File: config.mk
export PLATFORM = sky130hd
export DESIGN_NAME = seq_top
export DESIGN_NICKNAME = d
export VERILOG_FILES = /design/src/seq_pkg.sv /design/src/local_event.sv /design/src/seq_top.sv
export VERILOG_INCLUDE_DIRS = /design/src
export SDC_FILE = /design/constraint.sdc
export NUM_CORES = 2
export LEC_CHECK = 0
export ABC_AREA = 1
export BUFFER_PORTS_ARGS = -buffer_cell sky130_fd_sc_hd__buf_2
export CAP_MARGIN = 0
export CORE_ASPECT_RATIO = 0.75
export CORE_MARGIN = 10
export CORE_UTILIZATION = 40
export CTS_BUF_LIST = sky130_fd_sc_hd__clkbuf_2
export CTS_CLUSTER_SIZE = 16
export DETAILED_ROUTE_END_ITERATION = 16
export HOLD_SLACK_MARGIN = 0.08
export SLEW_MARGIN = 10
export SYNTH_ARGS = -nofsm -noshare
export SYNTH_HDL_FRONTEND = slang
export SYNTH_HIERARCHICAL = 1
export SYNTH_SLANG_ARGS = --single-unit
File: constraint.sdc
create_clock -name sys_clk_i -period 31.2 [get_ports sys_clk_i]
set_clock_uncertainty 0.15 [all_clocks]
set_input_delay 4.68 -clock sys_clk_i [delete_from_list [all_inputs] [get_ports sys_clk_i]]
set_output_delay 4.68 -clock sys_clk_i [all_outputs]
set_load 0.05 [all_outputs]
File: src/seq_map.svh
// register map, field layout and timing constants of the segment sequencer
`ifndef SEQ_MAP_SVH
`define SEQ_MAP_SVH

`define ADDR_CTRL 8'h00
`define ADDR_STATUS 8'h04
`define ADDR_SEG_DUR 8'h08
`define ADDR_SEG_CFG 8'h0C
`define ADDR_TEV_TIME 8'h10
`define ADDR_LEV_CFG 8'h20
`define ADDR_PROC 8'h28
`define ADDR_LEV_SPAN 8'h2C

`define CTRL_RUN_BIT 0
`define CTRL_LOCAL_BIT 1
`define CTRL_RELEASE_BIT 2
`define CTRL_ADVANCE_BIT 3
`define CTRL_UNIT_BIT 4
`define CTRL_MIDSTART_BIT 5
`define CTRL_LAST_BIT 6
`define CTRL_PATOPT_BIT 7

`define CODE_W 4
`define SEGCFG_CODE_LSB 0
`define SEGCFG_START_LSB 4
`define SEGCFG_START_OFS_LSB 8

`define TIME_W 16
`define TIME_NONE 16'hFFFF
`define TIME_MAX_MIN 16'hEA5F
`define TICK_NS 1000
`define CLK_NS 4
`define TICK_CYCLES ((`TICK_NS + `CLK_NS - 1) / `CLK_NS)
`define SEC_PER_MIN 60

`define LEV_TYPE_NONE 7'h00
`define LEV_TYPE_MAX 7'h12
`define LEV_DEEN_OFS 7'h64
`define LEV_SP_MAX 16'sh7530
`define HYS_MAX 10'h3E8

`endif

File: src/seq_pkg.sv
// types of the segment sequencer
package seq_pkg;
	typedef enum logic [3:0] {
		CODE_PROCEED_NEXT = 4'h0,
		CODE_HOLD = 4'h1,
		CODE_SWITCH_TO_LOCAL = 4'h2,
		CODE_WAIT_AT_SWITCHING = 4'h3,
		CODE_WAIT_IN_INTERVAL = 4'h4,
		CODE_LOCAL_AFTER_RELEASE = 4'h5,
		CODE_PATTERN_CHAIN_1 = 4'h6,
		CODE_PATTERN_CHAIN_2 = 4'h7,
		CODE_PATTERN_CHAIN_3 = 4'h8,
		CODE_PATTERN_CHAIN_4 = 4'h9,
		CODE_SEGMENT_INSERT = 4'hA,
		CODE_SEGMENT_DELETE = 4'hB
	} end_code_t;

	typedef enum logic [4:0] {
		ST_RESET = 5'b00001,
		ST_RUN = 5'b00010,
		ST_SUSPEND = 5'b00100,
		ST_LOCAL = 5'b01000,
		ST_WAIT_LOCAL = 5'b10000
	} seq_state_t;
endpackage : seq_pkg

File: src/local_event.sv
// one local event comparator with hysteresis
`timescale 1ns/10ps
`include "seq_map.svh"
module local_event (
	input wire logic sys_clk_i,
	input wire logic reset_i,
	input wire logic enable_i,
	input wire logic [6:0] local_event_type_i,
	input wire logic signed [15:0] local_event_setpoint_i,
	input wire logic signed [15:0] hys_abs_i,
	input wire logic signed [15:0] pv_i,
	input wire logic signed [15:0] sp_i,
	input wire logic signed [15:0] tsp_i,
	input wire logic signed [15:0] out_i,
	input wire logic signed [15:0] cool_i,
	output logic event_o
);
	logic active_ff;
	logic [6:0] kind;
	logic deen;
	logic signed [16:0] val;
	logic signed [16:0] dev;
	logic signed [16:0] hi;
	logic signed [16:0] lo;
	logic nxt_active;

	always_comb begin
		deen = (local_event_type_i > `LEV_DEEN_OFS);
		kind = deen ? 7'(local_event_type_i - `LEV_DEEN_OFS) : local_event_type_i;
		dev = 17'(pv_i) - 17'(sp_i);
		case (kind)
			7'h01: val = 17'(pv_i);
			7'h02: val = 17'(pv_i);
			7'h03, 7'h04: val = 17'(sp_i);
			7'h09, 7'h0A: val = 17'(tsp_i);
			7'h0B, 7'h0C, 7'h0D, 7'h0E: val = 17'(pv_i) - 17'(tsp_i);
			7'h0F, 7'h10: val = 17'(out_i);
			7'h11, 7'h12: val = 17'(cool_i);
			default: val = dev;
		endcase
		hi = 17'(local_event_setpoint_i);
		lo = -17'(local_event_setpoint_i);
		nxt_active = active_ff;
		// hysteresis band: set past setpoint, clear once back by the band
		case (kind)
			7'h01, 7'h03, 7'h05, 7'h09, 7'h0B, 7'h0F, 7'h11:
				nxt_active = active_ff ? (val > hi - 17'(hys_abs_i)) : (val > hi);
			7'h02, 7'h04, 7'h06, 7'h0A, 7'h0C, 7'h10, 7'h12:
				nxt_active = active_ff ? (val < hi + 17'(hys_abs_i)) : (val < hi);
			7'h07, 7'h0D:
				nxt_active = active_ff ? (val > hi - 17'(hys_abs_i) || val < lo + 17'(hys_abs_i))
					: (val > hi || val < lo);
			7'h08, 7'h0E:
				nxt_active = active_ff ? (val <= hi + 17'(hys_abs_i) && val >= lo - 17'(hys_abs_i))
					: (val <= hi && val >= lo);
			default: nxt_active = 1'b0;
		endcase
	end

	always_ff @(posedge sys_clk_i) begin
		if (reset_i || !enable_i) begin
			active_ff <= 1'b0;
		end else begin
			active_ff <= nxt_active;
		end
	end

	always_ff @(posedge sys_clk_i) begin
		if (reset_i || !enable_i || kind == `LEV_TYPE_NONE || kind > `LEV_TYPE_MAX) begin
			event_o <= 1'b0;
		end else begin
			event_o <= nxt_active ^ deen;
		end
	end
endmodule : local_event

File: src/seq_top.sv
// program segment sequencer with time and local events behind an AHB-Lite slave
//
// Added by the designer: the address map and the AHB-Lite interface to the registers.
`timescale 1ns/10ps
`include "seq_map.svh"

// Summary of operation
// a mid-segment start presets time events as if the segment ran from its start.
// each of four time events starts a segment either on or off.
// on and off times are unregistered or 0.01 to 999.59 in the program unit; code accepts up to 234.59 only.
// an on or off time beyond the segment duration causes no transition.
// leaving program operation forces every time event off.
// one unit setting reads times as hours.minutes or minutes.seconds.
// coinciding on and off times in a segment resolve to off.
// local events are evaluated only in local operation, else inactive.
// local events have no stand-by or latch, follow comparison with hysteresis.
// local event type is off or 1 to 18, plus 100 inverts polarity.
// local event setpoint is signed with an upper bound of 30000.
// hysteresis is 0.0 to 100.0 percent of span.
// every segment carries its own end code.
// end codes: continue, hold, local, waits, local after release, links, edits; code treats waits and edits as continue.
// pattern chains reach patterns 1 or 2, or 1 to 4 with the option.
// continue on a middle segment proceeds into the next segment.
// continue on the last segment stops into reset.
// continue on the last segment loads start setpoint as target.
// hold code suspends at segment end and lights hold while suspended.
// suspension lasts until a key or contact release arrives.
// releasing a hold on the last segment stops into reset.
// segment advance while suspended clears the suspension.
// time events are off at program end, local start and in reset.
// switch to local acts only on the last segment, else as continue.
// segment elapsed time advances from one timebase tick.
module seq_top #(
	parameter int TEV_N = 4,
	parameter int LEV_N = 2,
	parameter int TICK_CYCLES = `TICK_CYCLES
) (
	input wire logic sys_clk_i,
	input wire logic reset_i,
	input wire logic [31:0] haddr_i,
	input wire logic [1:0] htrans_i,
	input wire logic hwrite_i,
	input wire logic [2:0] hsize_i,
	input wire logic [31:0] hwdata_i,
	input wire logic hsel_i,
	input wire logic hready_i,
	output logic [31:0] hrdata_o,
	output logic hreadyout_o,
	output logic hresp_o,
	input wire logic release_key_i,
	input wire logic release_contact_i,
	output logic [TEV_N-1:0] time_event_o,
	output logic [LEV_N-1:0] local_event_o,
	output logic hold_lamp_o,
	output logic load_start_sp_o,
	output logic [2:0] chain_pattern_o,
	output logic chain_req_o
);
	generate
		if (TEV_N != 4 || LEV_N != 2 || TICK_CYCLES < 1) begin : g_param_check
			$error("seq_top: unsupported parameter values");
		end
	endgenerate

	////////////////////////////////////////////////////////////////////////////////
	// bus slave
	logic wr_pend_ff;
	logic [7:0] wr_addr_ff;
	logic [7:0] ctrl_ff;
	logic [15:0] seg_dur_ff;
	logic [15:0] seg_cfg_ff;
	logic [31:0] tev_time_ff [TEV_N];
	logic [31:0] lev_cfg_ff [LEV_N];
	logic [31:0] proc_ff;
	logic [15:0] lev_span_ff;
	logic cmd_release;
	logic cmd_advance;

	always_ff @(posedge sys_clk_i) begin
		if (reset_i) begin
			wr_pend_ff <= 1'b0;
			wr_addr_ff <= 8'h00;
		end else if (hready_i) begin
			wr_pend_ff <= hsel_i && htrans_i[1] && hwrite_i;
			wr_addr_ff <= haddr_i[7:0];
		end
	end

	assign hreadyout_o = 1'b1;
	assign hresp_o = 1'b0;
	assign cmd_release = wr_pend_ff && wr_addr_ff == `ADDR_CTRL && hwdata_i[`CTRL_RELEASE_BIT];
	assign cmd_advance = wr_pend_ff && wr_addr_ff == `ADDR_CTRL && hwdata_i[`CTRL_ADVANCE_BIT];

	always_ff @(posedge sys_clk_i) begin
		if (reset_i) begin
			ctrl_ff <= 8'h00;
			seg_dur_ff <= 16'h0000;
			seg_cfg_ff <= 16'h0000;
			proc_ff <= 32'h0000_0000;
			lev_span_ff <= 16'h0000;
		end else if (wr_pend_ff) begin
			case (wr_addr_ff)
				`ADDR_CTRL: ctrl_ff <= hwdata_i[7:0] & 8'hF3;
				`ADDR_SEG_DUR: seg_dur_ff <= hwdata_i[15:0];
				`ADDR_SEG_CFG: seg_cfg_ff <= hwdata_i[15:0];
				`ADDR_PROC: proc_ff <= hwdata_i;
				`ADDR_LEV_SPAN: lev_span_ff <= hwdata_i[15:0];
				default: ;
			endcase
		end
	end

	genvar g;
	generate
		for (g = 0; g < TEV_N; g++) begin : g_tev_reg
			always_ff @(posedge sys_clk_i) begin
				if (reset_i) begin
					tev_time_ff[g] <= {`TIME_NONE, `TIME_NONE};
				end else if (wr_pend_ff && wr_addr_ff == 8'(`ADDR_TEV_TIME + 4 * g)) begin
					tev_time_ff[g] <= hwdata_i;
				end
			end
		end
		for (g = 0; g < LEV_N; g++) begin : g_lev_reg
			always_ff @(posedge sys_clk_i) begin
				if (reset_i) begin
					lev_cfg_ff[g] <= 32'h0000_0000;
				end else if (wr_pend_ff && wr_addr_ff == 8'(`ADDR_LEV_CFG + 4 * g)) begin
					lev_cfg_ff[g] <= hwdata_i;
				end
			end
		end
	endgenerate

	////////////////////////////////////////////////////////////////////////////////
	// release inputs from pins: three flops, second and third agree
	logic [2:0] rel_key_sync_ff;
	logic [2:0] rel_con_sync_ff;
	logic rel_level_ff;
	logic pin_release;

	always_ff @(posedge sys_clk_i) begin
		if (reset_i) begin
			rel_key_sync_ff <= 3'b000;
			rel_con_sync_ff <= 3'b000;
		end else begin
			rel_key_sync_ff <= {rel_key_sync_ff[1:0], release_key_i};
			rel_con_sync_ff <= {rel_con_sync_ff[1:0], release_contact_i};
		end
	end

	always_ff @(posedge sys_clk_i) begin
		if (reset_i) begin
			rel_level_ff <= 1'b0;
		end else if (rel_key_sync_ff[1] == rel_key_sync_ff[2]
			&& rel_con_sync_ff[1] == rel_con_sync_ff[2]) begin
			rel_level_ff <= rel_key_sync_ff[2] | rel_con_sync_ff[2];
		end
	end

	assign pin_release = (rel_key_sync_ff[1] == rel_key_sync_ff[2]
		&& rel_con_sync_ff[1] == rel_con_sync_ff[2]
		&& (rel_key_sync_ff[2] | rel_con_sync_ff[2]) && !rel_level_ff);

	////////////////////////////////////////////////////////////////////////////////
	// timebase and segment timer, counted in seconds
	localparam int TB_W = $clog2(TICK_CYCLES + 1);
	logic [TB_W-1:0] tb_cnt_ff;
	logic tick;
	logic [23:0] elapsed_ff;
	logic [23:0] seg_len;
	logic seg_done;
	logic [23:0] start_ofs;

	// converts a two-field time to base seconds; hours.minutes unit multiplies by 60
	function automatic logic [23:0] to_secs(input logic [15:0] t, input logic unit_hm);
		logic [23:0] s;
		s = 24'(t[15:8]) * 24'(`SEC_PER_MIN) + 24'(t[7:0]);
		to_secs = unit_hm ? 24'(s * 24'(`SEC_PER_MIN)) : s;
	endfunction : to_secs

	// a time is usable when registered, in range and inside the segment
	function automatic logic time_valid(input logic [15:0] t, input logic [23:0] len,
		input logic unit_hm);
		time_valid = (t != `TIME_NONE) && (t[7:0] < 8'(`SEC_PER_MIN))
			&& (t != 16'h0000) && (t <= `TIME_MAX_MIN) && (to_secs(t, unit_hm) <= len);
	endfunction : time_valid

	assign seg_len = to_secs(seg_dur_ff, ctrl_ff[`CTRL_UNIT_BIT]);
	assign start_ofs = ctrl_ff[`CTRL_MIDSTART_BIT]
		? to_secs({8'h00, seg_cfg_ff[15:`SEGCFG_START_OFS_LSB]}, ctrl_ff[`CTRL_UNIT_BIT])
		: 24'h00_0000;

	always_ff @(posedge sys_clk_i) begin
		if (reset_i || tb_cnt_ff == TB_W'(TICK_CYCLES - 1)) begin
			tb_cnt_ff <= '0;
		end else begin
			tb_cnt_ff <= tb_cnt_ff + 1'b1;
		end
	end
	assign tick = (tb_cnt_ff == TB_W'(TICK_CYCLES - 1));

	////////////////////////////////////////////////////////////////////////////////
	// sequencer
	seq_pkg::seq_state_t state_ff;
	seq_pkg::seq_state_t nxt_state;
	seq_pkg::end_code_t code;
	logic is_last;
	logic run_prev_ff;
	logic seg_start;
	logic go_reset;
	logic end_local;
	logic replay;

	assign code = seq_pkg::end_code_t'(seg_cfg_ff[`SEGCFG_CODE_LSB +: `CODE_W]);
	assign is_last = ctrl_ff[`CTRL_LAST_BIT];
	assign seg_done = (state_ff == seq_pkg::ST_RUN) && tick && (elapsed_ff + 24'h00_0001 >= seg_len);
	assign end_local = is_last && (code == seq_pkg::CODE_SWITCH_TO_LOCAL);

	always_comb begin
		nxt_state = state_ff;
		go_reset = 1'b0;
		case (state_ff)
			seq_pkg::ST_RESET: begin
				if (ctrl_ff[`CTRL_RUN_BIT] && !run_prev_ff) begin
					nxt_state = seq_pkg::ST_RUN;
				end else if (ctrl_ff[`CTRL_LOCAL_BIT]) begin
					nxt_state = seq_pkg::ST_LOCAL;
				end
			end
			seq_pkg::ST_RUN: begin
				if (!ctrl_ff[`CTRL_RUN_BIT]) begin
					nxt_state = ctrl_ff[`CTRL_LOCAL_BIT] ? seq_pkg::ST_LOCAL : seq_pkg::ST_RESET;
				end else if (seg_done) begin
					case (code)
						seq_pkg::CODE_HOLD: nxt_state = seq_pkg::ST_SUSPEND;
						seq_pkg::CODE_LOCAL_AFTER_RELEASE:
							nxt_state = is_last ? seq_pkg::ST_WAIT_LOCAL : seq_pkg::ST_RUN;
						default: begin
							if (end_local) begin
								nxt_state = seq_pkg::ST_LOCAL;
							end else if (is_last) begin
								nxt_state = seq_pkg::ST_RESET;
								go_reset = 1'b1;
							end
						end
					endcase
				end
			end
			seq_pkg::ST_SUSPEND, seq_pkg::ST_WAIT_LOCAL: begin
				if (pin_release || cmd_release || cmd_advance) begin
					if (state_ff == seq_pkg::ST_WAIT_LOCAL) begin
						nxt_state = seq_pkg::ST_LOCAL;
					end else if (is_last) begin
						nxt_state = seq_pkg::ST_RESET;
					end else begin
						nxt_state = seq_pkg::ST_RUN;
					end
				end
			end
			seq_pkg::ST_LOCAL: begin
				// local reached from a program end stays until run is dropped too
				if (!ctrl_ff[`CTRL_LOCAL_BIT] && !ctrl_ff[`CTRL_RUN_BIT]) begin
					nxt_state = seq_pkg::ST_RESET;
				end
			end
			default: nxt_state = seq_pkg::ST_RESET;
		endcase
	end

	always_ff @(posedge sys_clk_i) begin
		if (reset_i) begin
			state_ff <= seq_pkg::ST_RESET;
			run_prev_ff <= 1'b0;
		end else begin
			state_ff <= nxt_state;
			run_prev_ff <= ctrl_ff[`CTRL_RUN_BIT];
		end
	end

	// new segment begins at start, after a proceed, or after a released mid-program hold
	assign seg_start = (nxt_state == seq_pkg::ST_RUN)
		&& (state_ff != seq_pkg::ST_RUN || seg_done);
	// only a start out of reset replays edges; later segments begin at their start state
	assign replay = (state_ff == seq_pkg::ST_RESET);

	always_ff @(posedge sys_clk_i) begin
		if (reset_i) begin
			elapsed_ff <= 24'h00_0000;
		end else if (seg_start) begin
			elapsed_ff <= (state_ff == seq_pkg::ST_RESET) ? start_ofs : 24'h00_0000;
		end else if (state_ff == seq_pkg::ST_RUN && tick) begin
			elapsed_ff <= elapsed_ff + 24'h00_0001;
		end
	end

	always_ff @(posedge sys_clk_i) begin
		if (reset_i) begin
			hold_lamp_o <= 1'b0;
			load_start_sp_o <= 1'b0;
			chain_req_o <= 1'b0;
			chain_pattern_o <= 3'h0;
		end else begin
			hold_lamp_o <= (nxt_state == seq_pkg::ST_SUSPEND);
			load_start_sp_o <= go_reset;
			chain_req_o <= seg_done && code >= seq_pkg::CODE_PATTERN_CHAIN_1
				&& (code <= seq_pkg::CODE_PATTERN_CHAIN_2 || (ctrl_ff[`CTRL_PATOPT_BIT]
				&& code <= seq_pkg::CODE_PATTERN_CHAIN_4));
			chain_pattern_o <= 3'(code - seq_pkg::CODE_PATTERN_CHAIN_1) + 3'h1;
		end
	end

	////////////////////////////////////////////////////////////////////////////////
	// time events
	generate
		for (g = 0; g < TEV_N; g++) begin : g_tev
			logic [15:0] on_t;
			logic [15:0] off_t;
			logic [23:0] on_s;
			logic [23:0] off_s;
			logic on_ok;
			logic off_ok;
			logic pre;
			assign on_t = tev_time_ff[g][15:0];
			assign off_t = tev_time_ff[g][31:16];
			assign on_s = to_secs(on_t, ctrl_ff[`CTRL_UNIT_BIT]);
			assign off_s = to_secs(off_t, ctrl_ff[`CTRL_UNIT_BIT]);
			assign on_ok = time_valid(on_t, seg_len, ctrl_ff[`CTRL_UNIT_BIT]);
			assign off_ok = time_valid(off_t, seg_len, ctrl_ff[`CTRL_UNIT_BIT]);

			// replays the edges that lie before the mid-segment start point
			always_comb begin
				pre = seg_cfg_ff[`SEGCFG_START_LSB + g];
				if (replay && on_ok && on_s <= start_ofs
					&& (!off_ok || off_s > start_ofs || off_s < on_s)) begin
					pre = 1'b1;
				end
				if (replay && off_ok && off_s <= start_ofs
					&& (!on_ok || on_s > start_ofs || on_s <= off_s)) begin
					pre = 1'b0;
				end
			end

			always_ff @(posedge sys_clk_i) begin
				if (reset_i || nxt_state != seq_pkg::ST_RUN && nxt_state != seq_pkg::ST_SUSPEND) begin
					time_event_o[g] <= 1'b0;
				end else if (seg_start) begin
					time_event_o[g] <= pre;
				end else if (state_ff == seq_pkg::ST_RUN && tick) begin
					if (off_ok && off_s == elapsed_ff + 24'h00_0001) begin
						time_event_o[g] <= 1'b0;
					end else if (on_ok && on_s == elapsed_ff + 24'h00_0001) begin
						time_event_o[g] <= 1'b1;
					end
				end
			end
		end

		////////////////////////////////////////////////////////////////////////////
		// local events
		for (g = 0; g < LEV_N; g++) begin : g_lev
			logic signed [15:0] sp_lim;
			logic [9:0] hys;
			logic signed [15:0] hys_abs;
			assign sp_lim = ($signed(lev_cfg_ff[g][31:16]) > `LEV_SP_MAX) ? `LEV_SP_MAX
				: $signed(lev_cfg_ff[g][31:16]);
			assign hys = (lev_cfg_ff[g][16 - 1 -: 10] > `HYS_MAX) ? `HYS_MAX
				: lev_cfg_ff[g][16 - 1 -: 10];
			assign hys_abs = 16'((32'(lev_span_ff) * 32'(hys)) / 32'(`HYS_MAX));
			local_event u_lev (
				.sys_clk_i(sys_clk_i),
				.reset_i(reset_i),
				.enable_i(state_ff == seq_pkg::ST_LOCAL),
				.local_event_type_i(lev_cfg_ff[g][6:0]),
				.local_event_setpoint_i(sp_lim),
				.hys_abs_i(hys_abs),
				.pv_i(proc_ff[15:0]),
				.sp_i(proc_ff[31:16]),
				.tsp_i(proc_ff[31:16]),
				.out_i(proc_ff[15:0]),
				.cool_i(proc_ff[15:0]),
				.event_o(local_event_o[g])
			);
		end
	endgenerate

	////////////////////////////////////////////////////////////////////////////////
	// read data
	always_comb begin
		case (wr_addr_ff)
			`ADDR_CTRL: hrdata_o = {24'h00_0000, ctrl_ff};
			`ADDR_STATUS: hrdata_o = {16'h0000, 3'h0, state_ff, 2'h0, local_event_o, time_event_o};
			`ADDR_SEG_DUR: hrdata_o = {8'h00, elapsed_ff};
			`ADDR_SEG_CFG: hrdata_o = {16'h0000, seg_cfg_ff};
			`ADDR_PROC: hrdata_o = proc_ff;
			default: hrdata_o = 32'h0000_0000;
		endcase
	end
endmodule : seq_top

==> flow_metrics.py <==
metrics = {
    "critical_path": {
        "max_stage_delay_ns": 0.87,
        "critPathMaxFanout": 17,
        "crit_type": "register to register",
        "end_kind": "register",
        "r2r_cells": 135,
        "r2r_start": "lev_cfg_ff[0][13]",
        "startpoint_type": "register",
        "reg2reg_slack_ns": 9.14,
        "path_common_cell": "nand2_1",
        "arrival_ns": 23.38,
        "cpMaxStageDelayCell": "edfxtp_1",
        "worst-endpoint-required_ns": 32.52,
        "worstReg2RegEnd": "g_lev[0].u_lev/event_o",
    },
    "layout": {
        "fill_cells": 22500,
        "nets": 14200,
        "area_growth_pct": 6.07,
        "layout-drive-gt1-share": 0.100,
    },
    "hold_path": {
        "hold_depth": 2,
        "hp-start": "rel_con_sync_ff[0]",
        "whs_endpoint": "rel_con_sync_ff[1]",
        "hold_class": "register to register",
    },
    "sta": {
        "slew_viol_final": 0,
        "finalSetupViolCount": 0,
        "rsz0062_at_grt": "false",
        "relSlewSlack": 0.123,
        "fin_hold_ws_ns": 0.270,
        "max_freq_ghz": 0.0453,
        "finalHoldViolCount": 0,
        "fin_crit_sh": 0.707,
        "min_period_ns": 22.06,
        "tightest_slew_ns": 1.30,
        "fin_tns_setup_ns": 0,
    },
    "grt": {
        "grt_pass1_vias": 72200,
        "gr-usage-all-layers": 0.237,
        "antenna_found_initial": 21,
        "grt_pass1_wl_um": 439000,
        "grt_max_degree": 79,
        "overflow": 0,
    },
    "drt": {
        "final_antenna_net_count": 0,
        "drtIter0Drc": 7732,
        "wl_per_cell_um": 18.9,
        "drc": 0,
        "viasPerCell": 5.20,
        "drtPass1Iterations": 9,
        "wirelength_um": 288000,
        "vias": 79000,
    },
    "yosys": {
        "netlist.top_cell.by_area": "ha_1",
        "syn_inst": 12200,
        "ys_seq_elements": 346,
        "synth.most_common_cell": "nand2_1",
        "syn_avg_cell_area_um2": 7.10,
        "synth_flop_cell": "edfxtp_1",
        "syn-num-nets": 14100,
        "synth-seq-area-share": 0.102,
        "synth.area.top_cells": "ha_1 (19%), fa_1 (14%), nand2_1 (10%)",
        "synthesis.area_um2": 86400,
        "ys_types": 94,
        "ys_top_cells_by_count": "nand2_1 (2292), inv_1 (2197), ha_1 (1288)",
        "yosysWarnings": 6,
        "synth-async-reset-ratio": 0,
        "synth_top_area_share": 0.187,
        "synth-edff-count": 192,
    },
    "die": {
        "die-area_um2": 235000,
        "initial_core_util": 0.403,
        "ios": 122,
        "coreArea_um2": 214000,
        "rows": 147,
        "die_h_um": 422,
        "die_w_um": 557,
    },
    "clocking": {
        "holdBufCountCts": 0,
        "clk_pin_slew_ns": 0.10,
        "h-tree-depth": 3,
        "cts_tree": "built",
        "cts_resized": 0,
        "clock-sinks": 346,
        "root_buffer": "clkbuf_2",
        "worstSkewPairLatency_ns": 1.56,
        "numCtsBuffers": 100,
        "cts_max_path_buffers": 3,
        "post_cts_buffers": 0,
    },
    "power": {
        "ir_drop_mv": 0.0194,
        "leakage_nw": 47.8,
        "p_per_area_nw_per_um2": 21.9,
    },
    "placed_design": {
        "place_congestion": 1.07,
        "io_buffers": 91,
        "dp_hpwl_um": 233000,
    },
    "outcome": {
        "status": "complete, no violations",
    },
    "job": {
        "drv_cap": 0,
    },
}
==> cell type report <==
cell class                      count  area, um^2  share of cell area
Clock buffer                      149         746             0.00814
Timing Repair Buffer              224        1450              0.0159
Clock inverter                     37         251             0.00274
Sequential cell                   346        8850              0.0966
Inverter                         2352        8910              0.0972
Antenna cell                       13        32.5            0.000355
Tap cell                         2831        3540              0.0387
Multi-Input combinational cell   9241       67900               0.740
==> sequential cells by signal, summed over array words and instances (netlist names), 2 cells and up <==
signal,count
time_event_o,4
tb_cnt_ff,8
state_ff,5
g_lev.u_lev/active_ff,2
wr_addr_ff,8
g_lev.u_lev/event_o,2
lev_cfg_ff,64
rel_con_sync_ff,3
elapsed_ff,24
rel_key_sync_ff,3
proc_ff,32
seg_cfg_ff,16
tev_time_ff,128
ctrl_ff,6
chain_pattern_o,3
seg_dur_ff,16
lev_span_ff,16
==> worst max-delay path by stage <==
| stage | cells past startpoint | slack, ns | from | end |
|---|---|---|---|---|
| 3_3_place_gp | 135 | 9.62 | lev_cfg_ff[0][13] | g_lev[0].u_lev/event_o |
| 5_1_grt | 135 | 7.44 | lev_cfg_ff[0][13] | g_lev[0].u_lev/event_o |
| 3_5_place_dp | 135 | 9.57 | lev_cfg_ff[0][13] | g_lev[0].u_lev/event_o |
| 2_1_floorplan | 134 | 14.99 | lev_cfg_ff[1][11] | g_lev[1].u_lev/event_o |
| 4_1_cts | 135 | 9.70 | lev_cfg_ff[0][13] | g_lev[0].u_lev/event_o |
| 6_report | 135 | 9.14 | lev_cfg_ff[0][13] | g_lev[0].u_lev/event_o |
==> metrics by stage <==
stage | total power (W) | cell area [um^2] | setup WS [ns] | util | instances
after detailed placement | 0.00159 | 90600 | 9.57 | 0.422 | 15000
after CTS | 0.00200 | 91600 | 9.70 | 0.427 | 15200
after floorplan | 0.00132 | 86400 | 14.99 | - | 12200
final | 0.00201 | 91600 | 9.14 | 0.427 | 15200
after global placement | 0.00159 | 90600 | 9.62 | 0.422 | 15000
after global routing | 0.00220 | 91600 | 7.44 | 0.427 | 15200
==> power breakdown <==
part	switching, W	leakage [nW]	total [W]	internal (W)
Clock	0.000248	0.756	0.000403	0.000156
Combinational	0.000715	44.2	0.00111	0.000394
Sequential	0.0000112	2.79	0.000497	0.000486
Total	0.000973	47.8	0.00201	0.00104
==> kinds of logic after synthesis <==
kind of cell | share of synthesized area
simple gates | 0.271
buf+inv | 0.114
fa+ha+maj | 0.328
compound gates | 0.130
xor+xnor | 0.0516
flops | 0.102
mux | 0.00255
other cells | 0.0000869
==> per-layer routing <==
metal  vias to the layer above  global-route usage  routed length [um]
met5                         -                   0                  25
met4                         4              0.0653                9130
li1                      39500                   -                   -
met2                      2895               0.323              109000
met1                     36200               0.364              140000
met3                       417              0.0561               29600
==> cell usage in the layout, fill, tap and decap left out, drive strengths merged, types with 33 or more instances in the layout <==
cell,n
dfxtp,154
a211oi,43
clkbuf,149
buf,224
nand2,2622
o21ai,616
o22ai,39
xnor2,81
a21oi,753
edfxtp,192
nor4,59
nand4,166
o31ai,37
nor2,1194
o21bai,84
or2,49
ha,1288
fa,612
xor2,424
nand3,587
a221oi,33
nand3b,39
a31oi,36
inv,2313
a21o,38
o211ai,66
nor3,130
and2,33
clkinv,71
==> critical path: cells and delay by family, from the launching register on <==
family / cells / cell delay, ns
simple gates: 98 / 11.85
fa+ha+maj: 9 / 3.95
flops: 1 / 0.87
xor+xnor: 1 / 0.14
buf+inv: 16 / 1.48
compound gates: 11 / 3.58
No activity file was read; power rests on OpenSTA's default activity.
